$ cat config.mk
export PLATFORM = sky130hd
export DESIGN_NAME = bwc_config_regs
export DESIGN_NICKNAME = d
export VERILOG_FILES = /design/src/logic/bwc_pkg.sv /design/src/logic/bwc_window_decode.sv /design/src/logic/bwc_config_regs.sv
export SDC_FILE = /design/constraint.sdc
export NUM_CORES = 1
export LEC_CHECK = 0
export BUFFER_PORTS_ARGS = -buffer_cell sky130_fd_sc_hd__buf_2
export CORE_ASPECT_RATIO = 0.6
export CORE_MARGIN = 2
export CORE_UTILIZATION = 45
export CTS_CLUSTER_DIAMETER = 200
export DETAILED_ROUTE_END_ITERATION = 8
export PLACE_DENSITY = 0.68
export SETUP_SLACK_MARGIN = 0.2
export SLEW_MARGIN = 40
export SYNTH_ARGS = -nofsm -noshare
export SYNTH_HDL_FRONTEND = slang
export SYNTH_SLANG_ARGS = --single-unit
export TNS_END_PERCENT = 20
$ cat constraint.sdc
create_clock -name aclk -period 2.34 [get_ports aclk]
set_input_delay 0 -clock aclk [delete_from_list [all_inputs] [get_ports aclk]]
set_output_delay 0 -clock aclk [all_outputs]
set_load 0.05 [all_outputs]
$ cat src/logic/bwc_pkg.sv
// package for the bridge window configuration register slice
// assumes an axi4-lite register bus clocked by aclk with synchronous active-low reset
package bwc_pkg;
  localparam logic [7:0]  off_pf_base_hi  = 8'h28;
  localparam logic [7:0]  off_pf_limit_hi = 8'h2c;
  localparam logic [7:0]  off_io_hi       = 8'h30;
  localparam logic [7:0]  off_cap_ptr     = 8'h34;
  localparam logic [7:0]  off_intr_ctl    = 8'h3c;
  localparam logic [7:0]  cap_ptr_value   = 8'h80;
  localparam logic [7:0]  intr_pin_value  = 8'h00;
  localparam logic [31:0] rst_word        = 32'h0000_0000;
  localparam logic [15:0] rst_half        = 16'h0000;
  localparam logic [7:0]  rst_intr_line   = 8'h00;
  localparam int          bit_par_resp    = 16;
  localparam int          bit_serr_fwd    = 17;
  localparam int          bit_isa_filter  = 18;
  localparam logic [1:0]  resp_okay       = 2'b00;
  localparam logic [1:0]  resp_slverr     = 2'b10;
  localparam logic [19:0] limit_low_ones  = 20'hfffff;
  localparam logic [19:0] base_low_zeros  = 20'h00000;

  typedef struct packed {
    logic [31:0] pf_base_hi;
    logic [31:0] pf_limit_hi;
    logic [15:0] io_base_hi;
    logic [15:0] io_limit_hi;
    logic [7:0]  intr_line;
    logic        par_resp;
    logic        serr_fwd;
    logic        isa_filter;
  } bwc_cfg_t;

  typedef enum logic [1:0] {
    bwc_idle = 2'b00,
    bwc_resp = 2'b01
  } bwc_wstate_t;
endpackage

$ cat src/logic/bwc_window_decode.sv
// combinational forwarding decode for prefetchable memory and I/O windows
// assumes address inputs and lower bound fields come from logic on the same clock
`timescale 1ns/1ps
`default_nettype none
module bwc_window_decode
(
  input  wire logic              [63:0] mem_addr,
  input  wire logic              [11:0] pf_base_lo,
  input  wire logic              [11:0] pf_limit_lo,
  input  wire logic              [31:0] io_addr,
  input  wire logic              [15:0] io_base_lo,
  input  wire logic              [15:0] io_limit_lo,
  input  wire bwc_pkg::bwc_cfg_t        cfg,
  output logic                          mem_hit,
  output logic                          io_hit,
  output logic                          io_isa_block
);
  logic [63:0] pf_base;
  logic [63:0] pf_limit;
  logic [31:0] io_base;
  logic [31:0] io_limit;
  logic        io_in_window;
  logic        io_isa_alias;

  always_comb
  begin
    pf_base  = {cfg.pf_base_hi, pf_base_lo, bwc_pkg::base_low_zeros};
    pf_limit = {cfg.pf_limit_hi, pf_limit_lo, bwc_pkg::limit_low_ones};
    mem_hit  = (mem_addr >= pf_base) && (mem_addr <= pf_limit);
    io_base  = {cfg.io_base_hi, io_base_lo};
    io_limit = {cfg.io_limit_hi, io_limit_lo};
    io_in_window = (io_addr >= io_base) && (io_addr <= io_limit);
    // last 768 bytes of a 1KB block means address bits 9:8 nonzero
    io_isa_alias = (io_addr[31:16] == 16'h0000) && (io_addr[9:8] != 2'b00);
    io_isa_block = cfg.isa_filter && io_in_window && io_isa_alias;
    io_hit       = io_in_window && !io_isa_block;
  end
endmodule
`default_nettype wire

$ cat src/logic/bwc_config_regs.sv
// axi4-lite register slice of a bridge configuration header, offsets 28h to 3Ch
// assumes a single axi4-lite master on aclk; decode inputs from same-clock forwarding logic
`timescale 1ns/1ps
`default_nettype none
module bwc_config_regs
(
  input  wire logic        aclk,
  input  wire logic        aresetn,
  input  wire logic [7:0]  s_axi_awaddr,
  input  wire logic        s_axi_awvalid,
  output logic             s_axi_awready,
  input  wire logic [31:0] s_axi_wdata,
  input  wire logic [3:0]  s_axi_wstrb,
  input  wire logic        s_axi_wvalid,
  output logic             s_axi_wready,
  output logic [1:0]       s_axi_bresp,
  output logic             s_axi_bvalid,
  input  wire logic        s_axi_bready,
  input  wire logic [7:0]  s_axi_araddr,
  input  wire logic        s_axi_arvalid,
  output logic             s_axi_arready,
  output logic [31:0]      s_axi_rdata,
  output logic [1:0]       s_axi_rresp,
  output logic             s_axi_rvalid,
  input  wire logic        s_axi_rready,
  input  wire logic [63:0] mem_addr,
  input  wire logic [11:0] pf_base_lo,
  input  wire logic [11:0] pf_limit_lo,
  input  wire logic [31:0] io_addr,
  input  wire logic [15:0] io_base_lo,
  input  wire logic [15:0] io_limit_lo,
  input  wire logic        sec_parity_err,
  input  wire logic        secondary_system_error_n,
  output logic             mem_forward,
  output logic             io_forward,
  output logic             io_upstream,
  output logic             sec_parity_report,
  output logic             pri_system_error_req,
  output logic             parity_resp_en,
  output logic             serr_forward_en,
  output logic             isa_filter_en
);
  bwc_pkg::bwc_cfg_t    cfg;
  bwc_pkg::bwc_cfg_t    next_cfg;
  bwc_pkg::bwc_wstate_t wstate;
  bwc_pkg::bwc_wstate_t next_wstate;
  logic                 aw_held;
  logic                 next_aw_held;
  logic                 w_held;
  logic                 next_w_held;
  logic [7:0]           aw_addr;
  logic [7:0]           next_aw_addr;
  logic [31:0]          w_data;
  logic [31:0]          next_w_data;
  logic [3:0]           w_strb;
  logic [3:0]           next_w_strb;
  logic [1:0]           bresp;
  logic [1:0]           next_bresp;
  logic                 rvalid;
  logic                 next_rvalid;
  logic [31:0]          rdata;
  logic [31:0]          next_rdata;
  logic [1:0]           rresp;
  logic [1:0]           next_rresp;
  logic                 serr_s1;
  logic                 serr_s2;
  logic                 par_s1;
  logic                 par_s2;
  logic                 mem_hit;
  logic                 io_hit;
  logic                 io_isa_block;
  logic                 next_awready;
  logic                 next_wready;
  logic                 next_bvalid;
  logic                 next_arready;

  // byte-lane merge used for every writable word
  function automatic logic [31:0] merge_lanes(input logic [31:0] old_v, input logic [31:0] new_v,
                                              input logic [3:0] strb);
    logic [31:0] res;
    res = old_v;
    for (int i = 0; i < 4; i++)
    begin
      if (strb[i])
      begin
        res[i*8 +: 8] = new_v[i*8 +: 8];
      end
    end
    return res;
  endfunction

  function automatic logic mapped(input logic [7:0] a);
    return (a[7:2] == bwc_pkg::off_pf_base_hi[7:2]) || (a[7:2] == bwc_pkg::off_pf_limit_hi[7:2]) ||
           (a[7:2] == bwc_pkg::off_io_hi[7:2]) || (a[7:2] == bwc_pkg::off_cap_ptr[7:2]) ||
           (a[7:2] == bwc_pkg::off_intr_ctl[7:2]);
  endfunction

  function automatic logic [31:0] ctl_word(input bwc_pkg::bwc_cfg_t c);
    logic [31:0] w;
    w = 32'h0000_0000;
    w[7:0]                    = c.intr_line;
    w[15:8]                   = bwc_pkg::intr_pin_value;
    w[bwc_pkg::bit_par_resp]   = c.par_resp;
    w[bwc_pkg::bit_serr_fwd]   = c.serr_fwd;
    w[bwc_pkg::bit_isa_filter] = c.isa_filter;
    return w;
  endfunction

  // write channel: address and data captured in either order, then one response
  always_comb
  begin
    logic [31:0] m;
    logic        do_write;
    m            = 32'h0000_0000;
    next_cfg     = cfg;
    next_wstate  = wstate;
    next_aw_held = aw_held;
    next_w_held  = w_held;
    next_aw_addr = aw_addr;
    next_w_data  = w_data;
    next_w_strb  = w_strb;
    next_bresp   = bresp;
    do_write     = 1'b0;
    unique case (wstate)
      bwc_pkg::bwc_idle:
      begin
        if (s_axi_awvalid && !aw_held)
        begin
          next_aw_held = 1'b1;
          next_aw_addr = s_axi_awaddr;
        end
        if (s_axi_wvalid && !w_held)
        begin
          next_w_held = 1'b1;
          next_w_data = s_axi_wdata;
          next_w_strb = s_axi_wstrb;
        end
        if (next_aw_held && next_w_held)
        begin
          do_write     = 1'b1;
          next_wstate  = bwc_pkg::bwc_resp;
          next_aw_held = 1'b0;
          next_w_held  = 1'b0;
          next_bresp   = mapped(next_aw_addr) ? bwc_pkg::resp_okay : bwc_pkg::resp_slverr;
        end
      end
      bwc_pkg::bwc_resp:
      begin
        if (s_axi_bready)
        begin
          next_wstate = bwc_pkg::bwc_idle;
        end
      end
    endcase
    // readies come from flops too, so no bus output has a gate after its register
    next_awready = (next_wstate == bwc_pkg::bwc_idle) && !next_aw_held;
    next_wready  = (next_wstate == bwc_pkg::bwc_idle) && !next_w_held;
    next_bvalid  = (next_wstate == bwc_pkg::bwc_resp);
    if (do_write)
    begin
      case (next_aw_addr[7:2])
        bwc_pkg::off_pf_base_hi[7:2]:
        begin
          next_cfg.pf_base_hi = merge_lanes(cfg.pf_base_hi, next_w_data, next_w_strb);
        end
        bwc_pkg::off_pf_limit_hi[7:2]:
        begin
          next_cfg.pf_limit_hi = merge_lanes(cfg.pf_limit_hi, next_w_data, next_w_strb);
        end
        bwc_pkg::off_io_hi[7:2]:
        begin
          m = merge_lanes({cfg.io_limit_hi, cfg.io_base_hi}, next_w_data, next_w_strb);
          next_cfg.io_base_hi  = m[15:0];
          next_cfg.io_limit_hi = m[31:16];
        end
        bwc_pkg::off_intr_ctl[7:2]:
        begin
          // pin byte and upper control bits stay fixed; only writable fields are taken
          m = merge_lanes(ctl_word(cfg), next_w_data, next_w_strb);
          next_cfg.intr_line  = m[7:0];
          next_cfg.par_resp   = m[bwc_pkg::bit_par_resp];
          next_cfg.serr_fwd   = m[bwc_pkg::bit_serr_fwd];
          next_cfg.isa_filter = m[bwc_pkg::bit_isa_filter];
        end
        default:
        begin
          next_cfg = cfg;
        end
      endcase
    end
  end

  always_ff @(posedge aclk)
  begin
    if (!aresetn)
    begin
      cfg.pf_base_hi  <= bwc_pkg::rst_word;
      cfg.pf_limit_hi <= bwc_pkg::rst_word;
      cfg.io_base_hi  <= bwc_pkg::rst_half;
      cfg.io_limit_hi <= bwc_pkg::rst_half;
      cfg.intr_line   <= bwc_pkg::rst_intr_line;
      cfg.par_resp    <= 1'b0;
      cfg.serr_fwd    <= 1'b0;
      cfg.isa_filter  <= 1'b0;
      wstate          <= bwc_pkg::bwc_idle;
      aw_held         <= 1'b0;
      w_held          <= 1'b0;
      aw_addr         <= 8'h00;
      w_data          <= 32'h0000_0000;
      w_strb          <= 4'h0;
      bresp           <= bwc_pkg::resp_okay;
      s_axi_awready   <= 1'b1;
      s_axi_wready    <= 1'b1;
      s_axi_bvalid    <= 1'b0;
    end
    else
    begin
      cfg     <= next_cfg;
      wstate  <= next_wstate;
      aw_held <= next_aw_held;
      w_held  <= next_w_held;
      aw_addr <= next_aw_addr;
      w_data  <= next_w_data;
      w_strb  <= next_w_strb;
      bresp   <= next_bresp;
      s_axi_awready <= next_awready;
      s_axi_wready  <= next_wready;
      s_axi_bvalid  <= next_bvalid;
    end
  end

  // read channel: one read in flight, answered the cycle after the address is taken
  always_comb
  begin
    next_rvalid = rvalid;
    next_rdata  = rdata;
    next_rresp  = rresp;
    if (rvalid && s_axi_rready)
    begin
      next_rvalid = 1'b0;
    end
    if (!rvalid && s_axi_arvalid)
    begin
      next_rvalid = 1'b1;
      next_rresp  = bwc_pkg::resp_okay;
      case (s_axi_araddr[7:2])
        bwc_pkg::off_pf_base_hi[7:2]:  next_rdata = cfg.pf_base_hi;
        bwc_pkg::off_pf_limit_hi[7:2]: next_rdata = cfg.pf_limit_hi;
        bwc_pkg::off_io_hi[7:2]:       next_rdata = {cfg.io_limit_hi, cfg.io_base_hi};
        bwc_pkg::off_cap_ptr[7:2]:     next_rdata = {24'h000000, bwc_pkg::cap_ptr_value};
        bwc_pkg::off_intr_ctl[7:2]:    next_rdata = ctl_word(cfg);
        default:
        begin
          next_rdata = 32'h0000_0000;
          next_rresp = bwc_pkg::resp_slverr;
        end
      endcase
    end
    next_arready = !next_rvalid;
  end

  always_ff @(posedge aclk)
  begin
    if (!aresetn)
    begin
      rvalid        <= 1'b0;
      rdata         <= 32'h0000_0000;
      rresp         <= bwc_pkg::resp_okay;
      s_axi_arready <= 1'b1;
    end
    else
    begin
      rvalid        <= next_rvalid;
      rdata         <= next_rdata;
      rresp         <= next_rresp;
      s_axi_arready <= next_arready;
    end
  end

  bwc_window_decode u_decode
  (
    .mem_addr     (mem_addr),
    .pf_base_lo   (pf_base_lo),
    .pf_limit_lo  (pf_limit_lo),
    .io_addr      (io_addr),
    .io_base_lo   (io_base_lo),
    .io_limit_lo  (io_limit_lo),
    .cfg          (cfg),
    .mem_hit      (mem_hit),
    .io_hit       (io_hit),
    .io_isa_block (io_isa_block)
  );

  // error pins come from the secondary bus, so they pass two flops first
  always_ff @(posedge aclk)
  begin
    if (!aresetn)
    begin
      serr_s1       <= 1'b0;
      serr_s2       <= 1'b0;
      par_s1        <= 1'b0;
      par_s2        <= 1'b0;
      mem_forward          <= 1'b0;
      io_forward           <= 1'b0;
      io_upstream          <= 1'b0;
      sec_parity_report    <= 1'b0;
      pri_system_error_req <= 1'b0;
    end
    else
    begin
      serr_s1       <= !secondary_system_error_n;
      serr_s2       <= serr_s1;
      par_s1        <= sec_parity_err;
      par_s2        <= par_s1;
      mem_forward          <= mem_hit;
      io_forward           <= io_hit;
      io_upstream          <= io_isa_block;
      sec_parity_report    <= par_s2 && cfg.par_resp;
      pri_system_error_req <= serr_s2 && cfg.serr_fwd;
    end
  end

  assign s_axi_bresp          = bresp;
  assign s_axi_rvalid         = rvalid;
  assign s_axi_rdata          = rdata;
  assign s_axi_rresp          = rresp;
  assign parity_resp_en       = cfg.par_resp;
  assign serr_forward_en      = cfg.serr_fwd;
  assign isa_filter_en        = cfg.isa_filter;
endmodule
`default_nettype wire

==> summary.json, run 1 <==
{
  "pwr_density_cell_nw_per_um2": 562,
  "report.final.slew_viol_count": 0,
  "globalRoute.totalOverflow": 0,
  "cellInternalPower_w": 0.00620,
  "floorplan.initialDensity_pct": 45.6,
  "totalWireLength_um": 36900,
  "ys.flop_type": "dfxtp_1",
  "power_switching_w": 0.00236,
  "synth.yosys.seq_area_share_pct": 33.7,
  "via_count_of_the_first_global_routing_pass": 10700,
  "total_count_of_hold_check_failures_in_the_final_report": 0,
  "netlist-cell-type-count": 62,
  "cts.sink_count": 201,
  "switching_part_of_the_total_pct": 27.6,
  "seq_power_share_pct": 41.7,
  "report.final.setup_viol": 0,
  "critPathArrivalTime_ns": 2.49,
  "p_clk_share_pct": 40.6,
  "finalWeightedCongestion": 0.925,
  "per_cell_via_count_in_the_routed_design": 5.28,
  "antenna_cells_inserted": 0,
  "cts_max_path_bufs": 3,
  "yosysWarningCount": 0,
  "power_leakage_nw": 7.77,
  "grt_first_pass_wirelength_um": 57700,
  "syn-instance-count": 1363,
  "die_height_um": 130,
  "clk-insertion-delay-late_ns": 0.51,
  "final_net_count": 2052,
  "gr-usage-all-layers_pct": 26.1,
  "antenna_found_initial": 0,
  "avgRoutedWirePerCell_um": 17.9,
  "first_pass_iters": 7,
  "clk_transition_reported_paths_ns": 0.07,
  "max_freq_mhz": 479,
  "synth-edff-count": 0,
  "detailroute.via_count": 10900,
  "postRouteAntennaNets": 0,
  "maximum_number_of_pins_on_one_net_before_global_route_repair": 64,
  "critical_path.endpoint_type": "register",
  "detailed_place_hpwl_um": 28800,
  "htreeDepth": 1,
  "drive_above_1_share_pct": 23.0,
  "clk_root_buffer_cell": "clkbuf_16",
  "crit_path_max_fanout": 3,
  "first_iter_violations": 828,
  "share_comb_of_total_power_pct": 17.7,
  "slowest_delay_ns": 0.39,
  "placement.cell_area_um2": 13800,
  "period_needed_ns": 2.09,
  "synth.avg_cell_area_um2": 8.77,
  "critPathSlowestCell": "o21ai_0",
  "worst_ep_required_time_ns": 2.75,
  "placeableCoreArea_um2": 26200,
  "finClkSkew_ns": 0.0159,
  "area.growth.synth_to_final_pct": 27.4,
  "run_status": "completed",
  "chipWidth_um": 214,
  "finalCritPeriodShare_pct": 89.2,
  "ys_top_cells_by_area": "dfxtp_1, ha_1, mux2i_1",
  "drt_drc_violations_left": 0,
  "rows": 46,
  "synth_largest_type_area_fraction_pct": 33.7,
  "p_total_w": 0.00856,
  "vdd_drop_max_uv": 434,
  "io_buffer_count": 255,
  "io-pin-count": 262,
  "ys_ff_latch": 201,
  "cts-buffers-inserted": 20,
  "timing.max_cap.violations": 0,
  "final_area_um2": 15200,
  "slew_headroom_pct": 44.8,
  "holdCritPathClass": "in2reg",
  "tritoncts": "yes",
  "crit_chain": "inv_1 > ha_1 > nand2_1 > o211ai_1 > o211ai_1 > a21oi_1 > o21ai_0 > o41ai_2 > and3b_1",
  "rsz0062_at_grt": "true",
  "post_synth_instance_area_um2": 12000,
  "dieArea_um2": 27900,
  "synth_largest_area_cell": "dfxtp_1",
  "worst_path_dominant_cell_family": "compound AO/OA/AOI/OAI gates",
  "start_to_end_type_of_the_worst_setup_path": "reg2reg",
  "crit_buf_inv": 1,
  "cp-start-kind": "register",
  "timing.critical_path.mode_cell": "o211ai_1",
  "worst-slew-pin-transition_ns": 0.827,
  "postSynth.asyncResetShare_pct": 0
}
## final timing paths
check	from	endpoint	slack, ns	cells after the start
hold / removal	s_axi_wdata[27]	w_data[27]$_SDFF_PN0_	0.02	4
hold reg to reg	serr_s1$_SDFF_PN0_	serr_s2$_SDFF_PN0_	0.44	1
setup reg to reg	cfg[37]$_SDFFE_PN0P_	io_upstream$_SDFF_PN0_	0.25	9
setup / recovery	cfg[37]$_SDFFE_PN0P_	io_upstream$_SDFF_PN0_	0.25	9
## what timing repair did
action / in CTS / in global routing
setup buffers: 1 / 1
endpoints found under the setup margin: 44 / 106
hold endpoints to repair: 104 / 0
resized for setup: 1 / 29
pin swaps: 1 / 7
hold buffers: 62 / 0
## layout make-up
class,count,area [µm²]
multi-input combinational,928,7170
fill,2356,11000
clock inverter,7,97.6
sequential,201,4030
clock buffer,29,606
tap,360,450
timing repair buffer,347,2180
inverter,189,709
## flip-flops by register name (all words and copies together) (netlist names), 2 cells and up
register / count
s_axi_rdata: 32
w_data: 32
cfg: 104
wstate: 2
w_strb: 4
aw_addr: 6
## cells by family after synthesis
kind of cell / after synthesis / synth area share [%]
AOI/OAI and AO/OA: 208 / 12.3
adders and majority gates: 152 / 15.9
buffers and inverters: 235 / 7.53
DFF: 201 / 33.7
muxes: 178 / 15.2
other: 1 / 0.0314
and+or+nand+nor: 388 / 15.3
## cells in the final DEF (no fill, tap or decap), drive strengths merged, types with 3 or more instances in the layout
master / instances
buf: 285
o2111ai: 5
nand4: 36
and2: 16
a211oi: 6
and3: 4
nor4: 11
clkinv: 3
o211a: 23
or4: 3
nor2: 41
mux2: 32
nand3: 8
a2111oi: 5
nor2b: 15
dfxtp: 201
mux2i: 146
a21o: 30
inv: 189
o211ai: 24
ha: 152
nor3b: 3
and3b: 3
o21ai: 34
a221oi: 11
nand3b: 6
a221o: 3
dlygate4sd3: 62
a21oi: 46
nand2: 220
clkbuf: 29
nor3: 13
a21boi: 5
## power by group through the flow
stage,Combinational (W),Clock (W),Sequential [W]
floorplan,0.000706,0,0.00378
detailed placement,0.00138,0,0.00365
global route,0.00166,0.00369,0.00358
global placement,0.00135,0,0.00364
CTS,0.00148,0.00352,0.00357
finish,0.00151,0.00348,0.00357
## worst register-to-register path, delay by kind of cell, from the launching register on
| kind | cells | cell delay [ns] |
|---|---|---|
| AOI/OAI and AO/OA | 5 | 0.89 |
| and+or+nand+nor | 2 | 0.39 |
| DFF | 1 | 0.38 |
| adders and majority gates | 1 | 0.28 |
| buffers and inverters | 1 | 0.06 |
## metal layers
metal  vias to the layer above  routed length (µm)  track usage [%]
li1                       5376                   -                -
met2                       316               16000             40.9
met1                      5153               17800             37.7
met4                         0                 608             4.78
met5                         -                   0                0
met3                        47                2470             5.01
## cell usage after synthesis, types with 6 or more instances
cell,n
o211ai_1,24
nand2_2,10
mux2i_1,146
o211a_1,23
nand3_1,8
ha_1,152
a221oi_1,11
nor2b_1,15
a211oi_1,6
inv_1,189
o21ai_0,33
nor4_1,11
nand4_1,36
nor3_1,11
nor2_1,38
a21o_1,27
and2_1,15
dfxtp_1,201
a21oi_1,46
mux2_2,32
nand3b_1,6
nand2_1,210
clkbuf_1,34
buf_2,9
## through the flow
stage	hold slack (ns)	utilization, %	cells	TNS [ns]	setup slack [ns]
floorplan	0.0716	-	1364	0	0.360
global placement	0.170	52.4	1961	0	0.102
detailed placement	0.168	52.4	1961	-0.0975	-0.0634
CTS	0.00203	57.6	2060	0	0.116
global route	0.0530	58.1	2061	0	0.189
finish	0.0248	58.1	2061	0	0.252
(Power assumes the default switching activity.)
==> inputs of run 2 (changes only) <==
- PLACE_DENSITY: 0.68 -> 0.79
- SLEW_MARGIN: 40 -> not set
- clock period: 2.34 -> 1.9 ns (I/O delays scaled with it)
==> summary.json, run 2 (synthesized netlist as in run 1, its figures left out) <==
{
  "chipWidth": {"value": 214, "unit": "µm", "change": "unchanged"},
  "critPathSlowestCell": "dfxtp_2",
  "reg2reg_depth": {"value": 8, "change": "-1"},
  "cts_max_path_bufs": {"value": 3, "change": "unchanged"},
  "critPathArrivalTime": {"value": 2.41, "unit": "ns", "change": "-0.08 ns"},
  "period_needed": {"value": 2.00, "unit": "ns", "change": "-0.0853 ns"},
  "dieArea": {"value": 27900, "unit": "µm²", "change": "unchanged"},
  "cp-start-kind": "register",
  "clk_transition_reported_paths": {"value": 0.07, "unit": "ns", "change": "about the same"},
  "drive_above_1_share": {"value": 36.3, "unit": "%", "change": "+13 points"},
  "timing.max_cap.violations": {"value": 0, "change": "unchanged"},
  "timing.reg2reg.setup_slack": {"value": -0.10, "unit": "ns", "change": "-0.35 ns"},
  "rsz0062_at_grt": "true",
  "detailroute.via_count": {"value": 11900, "change": "+9.6%"},
  "detailed_place_hpwl": {"value": 29400, "unit": "µm", "change": "+2.0%"},
  "antenna_cells_inserted": {"value": 0, "change": "unchanged"},
  "max_freq": {"value": 499, "unit": "MHz", "change": "+4.3%"},
  "first_iter_violations": {"value": 921, "change": "+11%"},
  "area.growth.synth_to_final_pct": 44.3,
  "cts-buffers-inserted": {"value": 20, "change": "unchanged"},
  "startpoint_of_the_worst_register_to_register_path": "cfg[26]$_SDFFE_PN0P_",
  "failed_checks": "negative setup slack",
  "report.final.slew_viol_count": {"value": 0, "change": "unchanged"},
  "worst_ep_required_time": {"value": 2.31, "unit": "ns", "change": "-0.44 ns"},
  "critical_path.endpoint_type": "register",
  "maximum_number_of_pins_on_one_net_before_global_route_repair": {"value": 53, "change": "-17%"},
  "crit_buf_inv": {"value": 1, "change": "unchanged"},
  "final_net_count": {"value": 2149, "change": "+4.7%"},
  "post-route-util": {"value": 65.8, "unit": "%", "change": "+7.7 points"},
  "placeableCoreArea": {"value": 26200, "unit": "µm²", "change": "unchanged"},
  "critical_path_cell_count": {"value": 8, "change": "-1"},
  "gr-usage-all-layers": {"value": 27.9, "unit": "%", "change": "+1.8 points"},
  "slowest_delay": {"value": 0.36, "unit": "ns", "change": "-0.03 ns"},
  "clk-insertion-delay-late": {"value": 0.51, "unit": "ns", "change": "about the same"},
  "io-pin-count": {"value": 262, "change": "unchanged"},
  "timing.final.ws_setup": {"value": -0.103, "unit": "ns", "change": "-0.355 ns"},
  "filler_cell_count": {"value": 1974, "change": "-16%"},
  "cts.sink_count": {"value": 201, "change": "unchanged"},
  "power_leakage": {"value": 8.72, "unit": "nW", "change": "+12%"},
  "place.detailed.instances": {"value": 2021, "change": "+3.1%"},
  "totalWireLength": {"value": 41700, "unit": "µm", "change": "+13%"},
  "finalCritPeriodShare": {"value": 105, "unit": "%", "change": "+16 points"},
  "critical_path.endpoint": "io_forward$_SDFF_PN0_",
  "total_count_of_hold_check_failures_in_the_final_report": {"value": 0, "change": "unchanged"},
  "run_status": "finished with violations",
  "grt_first_pass_wirelength": {"value": 61700, "unit": "µm", "change": "+6.9%"},
  "via_count_of_the_first_global_routing_pass": {"value": 11700, "change": "+9.4%"},
  "slew_headroom": {"value": 55.5, "unit": "%", "change": "+11 points"},
  "antenna_found_initial": {"value": 0, "change": "unchanged"},
  "pwr_density_cell": {"value": 648, "unit": "nW/µm²", "change": "+15%"},
  "crit_chain": "inv_1 > ha_4 > and4_4 > nand4_1 > nor3_2 > a21boi_2 > o22ai_1 > and3_1",
  "clk_root_buffer_cell": "clkbuf_16",
  "worst_path_dominant_cell_family": "simple AND/OR/NAND/NOR gates",
  "die_height": {"value": 130, "unit": "µm", "change": "unchanged"},
  "hold_crit_start": "io_addr[26]",
  "crit_path_max_fanout": {"value": 3, "change": "unchanged"},
  "start_to_end_type_of_the_worst_setup_path": "reg2reg",
  "holdCritPathClass": "in2reg",
  "report.final.setup_viol": {"value": 8, "change": "+8"},
  "tritoncts": "yes",
  "avgRoutedWirePerCell": {"value": 19.3, "unit": "µm", "change": "+8.0%"},
  "launch_point_of_the_worst_path": "cfg[26]$_SDFFE_PN0P_",
  "largest-register": "cfg",
  "vdd_drop_max": {"value": 880, "unit": "µV", "change": "+100%"},
  "rows": {"value": 46, "change": "unchanged"},
  "layout.cells.most_common": "buf_2",
  "per_cell_via_count_in_the_routed_design": {"value": 5.54, "change": "+4.8%"},
  "drt_drc_violations_left": {"value": 0, "change": "unchanged"},
  "finClkSkew": {"value": 0.00824, "unit": "ns", "change": "-0.00761 ns"},
  "finalNonFillerCells": {"value": 2157, "change": "+4.7%"},
  "globalRoute.totalOverflow": {"value": 0, "change": "unchanged"},
  "floorplan.initialDensity": {"value": 45.6, "unit": "%", "change": "unchanged"},
  "postRouteAntennaNets": {"value": 0, "change": "unchanged"},
  "setup_tns": {"value": -0.407, "unit": "ns", "change": "-0.407 ns"},
  "finalWeightedCongestion": {"value": 0.957, "change": "+3.5%"},
  "p_total": {"value": 0.0112, "unit": "W", "change": "+31%"},
  "io_buffer_count": {"value": 255, "change": "unchanged"},
  "max_reg_flops": {"value": 104, "change": "unchanged"},
  "highest_count_cells_in_the_layout_ignoring_fill_and_taps": "buf_2, inv_1, nand2_1",
  "worst-slew-pin-transition": {"value": 0.667, "unit": "ns", "change": "-0.160 ns"},
  "htreeDepth": {"value": 1, "change": "unchanged"},
  "first_pass_iters": {"value": 6, "change": "-1"},
  "critical_path.reg2reg.endpoint": "io_forward$_SDFF_PN0_"
}
==> run 2: changes by cell type in the layout (fill, tap and decap cells not counted), moves of 11 or more <==
| cell | previous run | this run |
|---|---|---|
| buf_4 | 26 | 95 |
| ha_4 | 0 | 27 |
| mux2_4 | 0 | 11 |
| nand2_4 | 2 | 35 |
| inv_2 | 0 | 14 |
| mux2_2 | 32 | 21 |
| dfxtp_2 | 2 | 48 |
| dfxtp_1 | 199 | 150 |
| inv_1 | 189 | 174 |
| nand2_1 | 210 | 172 |
| ha_1 | 152 | 124 |
==> run 2: final cells by class <==
class / instances / area, µm² / area share [%]
Multi-Input combinational cell: 928 / 8170 / 47.3
Sequential cell: 201 / 4100 / 23.7
Timing Repair Buffer: 444 / 3120 / 18.1
Inverter: 189 / 712 / 4.13
Clock buffer: 24 / 557 / 3.23
Tap cell: 360 / 450 / 2.61
Clock inverter: 11 / 160 / 0.928
==> run 2: what timing repair did <==
item / in CTS / in global routing
setup buffers: 18 / 12
hold endpoints to repair: 128 / 1
pin swaps: 35 / 26
hold buffers: 69 / 1
resized for setup: 141 / 147
cloned: 1 / 0
setup endpoints to repair: 141 / 150
==> run 2: power by group <==
| group | switching (W) | internal, W | total, W |
|---|---|---|---|
| clock network | 0.00179 | 0.00264 | 0.00442 |
| registers | 0.0000670 | 0.00434 | 0.00440 |
| logic | 0.00130 | 0.00106 | 0.00236 |
==> run 2: metal layers <==
metal / global-route usage (%) / wire length (µm) / vias up / share of wire [%]
met5: 0 / 0 / - / 0
li1: - / - / 5577 / -
met2: 47.6 / 19100 / 543 / 46
met3: 5.83 / 3380 / 126 / 8.1
met1: 36.3 / 18000 / 5697 / 43
met4: 7.35 / 1230 / 0 / 2.9
==> run 2: metrics by stage <==
stage	setup slack [ns]	hold WS, ns	cell area [µm²]
2_1_floorplan	0.122	0.0716	12000
4_1_cts	0.0252	0.00201	16500
3_3_place_gp	-0.0933	0.161	14300
5_1_grt	-0.163	0.0458	17300
6_report	-0.103	0.0240	17300
3_5_place_dp	-0.265	0.168	14300
==> run 2: tightest hold or removal path: stages <==
cell     delay [ns]
buf_2          0.19
nor4_1         0.08
nand4_1        0.10
and3_1         0.14
==> run 2: worst min path at each step <==
stage          slack [ns]                    end  cells past startpoint
2_1_floorplan        0.07     serr_s1$_SDFF_PN0_                      1
3_3_place_gp         0.16     serr_s1$_SDFF_PN0_                      2
3_5_place_dp         0.17     serr_s1$_SDFF_PN0_                      2
4_1_cts             0.002  w_data[24]$_SDFF_PN0_                      4
5_1_grt              0.05  io_forward$_SDFF_PN0_                      4
6_report             0.02  io_forward$_SDFF_PN0_                      4
==> inputs of run 3 (changes only) <==
- SKIP_LAST_GASP: not set -> 1
==> summary.json, run 3 (synthesized netlist as in run 1, its figures left out) <==
{
  "cts.sink_count": {"value": 201, "change": "unchanged"},
  "io-pin-count": {"value": 262, "change": "unchanged"},
  "chipWidth": {"value": 214, "unit": "µm", "change": "unchanged"},
  "critPathArrivalTime": {"value": 2.39, "unit": "ns", "change": "-0.02 ns"},
  "layout.cells.most_common": "buf_2",
  "critPathSlowestCell": "dfxtp_2",
  "timing.final.ws_setup": {"value": -0.0802, "unit": "ns", "change": "+0.0225 ns"},
  "via_count_of_the_first_global_routing_pass": {"value": 11700, "change": "unchanged"},
  "first_pass_iters": {"value": 8, "change": "+2"},
  "slowest_delay": {"value": 0.35, "unit": "ns", "change": "about the same"},
  "io_buffer_count": {"value": 255, "change": "unchanged"},
  "globalRoute.totalOverflow": {"value": 0, "change": "unchanged"},
  "per_cell_via_count_in_the_routed_design": {"value": 5.52, "change": "-0.32%"},
  "pwr_density_cell": {"value": 651, "unit": "nW/µm²", "change": "+0.40%"},
  "final_net_count": {"value": 2148, "change": "-0.047%"},
  "postRouteAntennaNets": {"value": 0, "change": "unchanged"},
  "clk_root_buffer_cell": "clkbuf_16",
  "clk-insertion-delay-late": {"value": 0.51, "unit": "ns", "change": "about the same"},
  "met3RoutedLength": {"value": 3180, "unit": "µm", "change": "-5.7%"},
  "worst_ep_required_time": {"value": 2.31, "unit": "ns", "change": "about the same"},
  "vdd_drop_max": {"value": 853, "unit": "µV", "change": "-3.1%"},
  "clk_transition_reported_paths": {"value": 0.07, "unit": "ns", "change": "about the same"},
  "report.final.slew_viol_count": {"value": 0, "change": "unchanged"},
  "grt_first_pass_wirelength": {"value": 61700, "unit": "µm", "change": "unchanged"},
  "worst-slew-pin-transition": {"value": 0.799, "unit": "ns", "change": "+0.131 ns"},
  "area.growth.synth_to_final_pct": 42.6,
  "placeableCoreArea": {"value": 26200, "unit": "µm²", "change": "unchanged"},
  "first_iter_violations": {"value": 840, "change": "-8.8%"},
  "setup_tns": {"value": -0.202, "unit": "ns", "change": "+0.205 ns"},
  "drt-met1-wl": {"value": 17800, "unit": "µm", "change": "-0.83%"},
  "antenna_cells_inserted": {"value": 0, "change": "unchanged"},
  "antenna_found_initial": {"value": 0, "change": "unchanged"},
  "rows": {"value": 46, "change": "unchanged"},
  "holdCritPathClass": "in2reg",
  "placement.cell_area": {"value": 14300, "unit": "µm²", "change": "unchanged"},
  "gr-usage-all-layers": {"value": 27.9, "unit": "%", "change": "unchanged"},
  "run_status": "finished with violations",
  "whs": {"value": 0.0169, "unit": "ns", "change": "-0.00709 ns"},
  "failed_checks": "negative setup slack",
  "totalWireLength": {"value": 41200, "unit": "µm", "change": "-1.1%"},
  "worst_slack_at_placement": {"value": -0.265, "unit": "ns", "change": "unchanged"},
  "dieArea": {"value": 27900, "unit": "µm²", "change": "unchanged"},
  "drt_drc_violations_left": {"value": 0, "change": "unchanged"},
  "drive_above_1_share": {"value": 35.5, "unit": "%", "change": "-0.81 points"},
  "timing.max_cap.violations": {"value": 0, "change": "unchanged"},
  "floorplan.initialDensity": {"value": 45.6, "unit": "%", "change": "unchanged"},
  "post-route-util": {"value": 65.0, "unit": "%", "change": "-0.80 points"},
  "maximum_number_of_pins_on_one_net_before_global_route_repair": {"value": 53, "change": "unchanged"},
  "crit_buf_inv": {"value": 1, "change": "unchanged"},
  "power_leakage": {"value": 8.58, "unit": "nW", "change": "-1.6%"},
  "rsz0062_at_grt": "true",
  "detailroute.via_count": {"value": 11900, "change": "-0.37%"},
  "detailed_place_hpwl": {"value": 29400, "unit": "µm", "change": "unchanged"},
  "htreeDepth": {"value": 1, "change": "unchanged"},
  "total_count_of_hold_check_failures_in_the_final_report": {"value": 0, "change": "unchanged"},
  "highest_count_cells_in_the_layout_ignoring_fill_and_taps": "buf_2, nand2_1, inv_1",
  "cts_max_path_bufs": {"value": 3, "change": "unchanged"},
  "maxUsedRoutingLayer": "met4",
  "cp-start-kind": "register",
  "met2RoutedLength": {"value": 19100, "unit": "µm", "change": "+0.19%"},
  "max_freq": {"value": 505, "unit": "MHz", "change": "+1.1%"},
  "report.final.setup_viol": {"value": 4, "change": "-4"},
  "crit_chain": "inv_1 > ha_1 > and4_4 > nand4_1 > nor3_2 > a21boi_2 > o22ai_1 > and3_1",
  "start_to_end_type_of_the_worst_setup_path": "reg2reg",
  "avgRoutedWirePerCell": {"value": 19.1, "unit": "µm", "change": "-1.1%"},
  "crit_path_max_fanout": {"value": 3, "change": "unchanged"},
  "final_area": {"value": 17000, "unit": "µm²", "change": "-1.2%"},
  "finalWeightedCongestion": {"value": 0.957, "change": "unchanged"},
  "worst_path_dominant_cell_family": "simple AND/OR/NAND/NOR gates",
  "max_reg_flops": {"value": 104, "change": "unchanged"},
  "cts-buffers-inserted": {"value": 20, "change": "unchanged"},
  "largest-register": "cfg",
  "finClkSkew": {"value": 0.00847, "unit": "ns", "change": "+0.000225 ns"},
  "critical_path.endpoint_type": "register",
  "die_height": {"value": 130, "unit": "µm", "change": "unchanged"},
  "slew_headroom": {"value": 46.6, "unit": "%", "change": "-8.9 points"},
  "finalCritPeriodShare": {"value": 104, "unit": "%", "change": "-1.2 points"},
  "tritoncts": "yes",
  "period_needed": {"value": 1.98, "unit": "ns", "change": "-0.0225 ns"}
}
[run 3: cell count changes in the layout (fill, tap and decap cells not counted), moves of 2 or more]
cell	before	now
mux2_4	11	0
nand2_1	172	182
nand2_2	8	15
buf_6	8	10
mux2_2	21	32
nand2_4	35	19
[run 3: worst min-delay path, stage by stage]
cell and delay (ns):
buf_2 0.12, mux2_2 0.16, nand2_1 0.14, inv_1 0.08
[run 3: per-layer routing]
metal | global-route usage, % | up-vias
met3 | 5.83 | 99
met5 | 0 | -
li1 | - | 5573
met1 | 36.3 | 5707
met2 | 47.6 | 520
met4 | 7.35 | 0
[run 3: timing repair]
item / 4_1_cts / 5_1_grt
hold buffers: 69 / 0
setup endpoints to repair: 141 / 150
gates resized for setup: 141 / 99
pin swaps: 35 / 25
setup buffers: 18 / 12
gates cloned: 1 / 0
endpoints found under the hold margin: 128 / 0
[run 3: power by group]
group          total (W)  switching, W  internal (W)
registers        0.00440     0.0000662       0.00434
clock network    0.00442       0.00178       0.00264
logic            0.00227       0.00125       0.00102
[run 3: stage by stage]
stage	power, W	cells
floorplan	0.00553	1364
global placement	0.00622	2021
detailed placement	0.00628	2021
CTS	0.0109	2144
global route	0.0115	2156
finish	0.0111	2156
[run 3: area by class of cell]
class | instances | area, µm²
Tap cell | 360 | 450
Clock inverter | 11 | 160
Multi-Input combinational cell | 928 | 7980
Timing Repair Buffer | 443 | 3090
Sequential cell | 201 | 4100
Clock buffer | 24 | 557
Inverter | 189 | 712
Fill cell | 2037 | 9200
[run 3: worst paths after layout]
kind / startpoint / end / slack, ns / cells after the start
worst max-delay path: cfg[23]$_SDFFE_PN0P_ / io_forward$_SDFF_PN0_ / -0.08 / 8
worst min-delay path: s_axi_wdata[24] / w_data[24]$_SDFF_PN0_ / 0.02 / 4
worst max register to register: cfg[23]$_SDFFE_PN0P_ / io_forward$_SDFF_PN0_ / -0.08 / 8
worst min register to register: serr_s1$_SDFF_PN0_ / serr_s2$_SDFF_PN0_ / 0.44 / 1
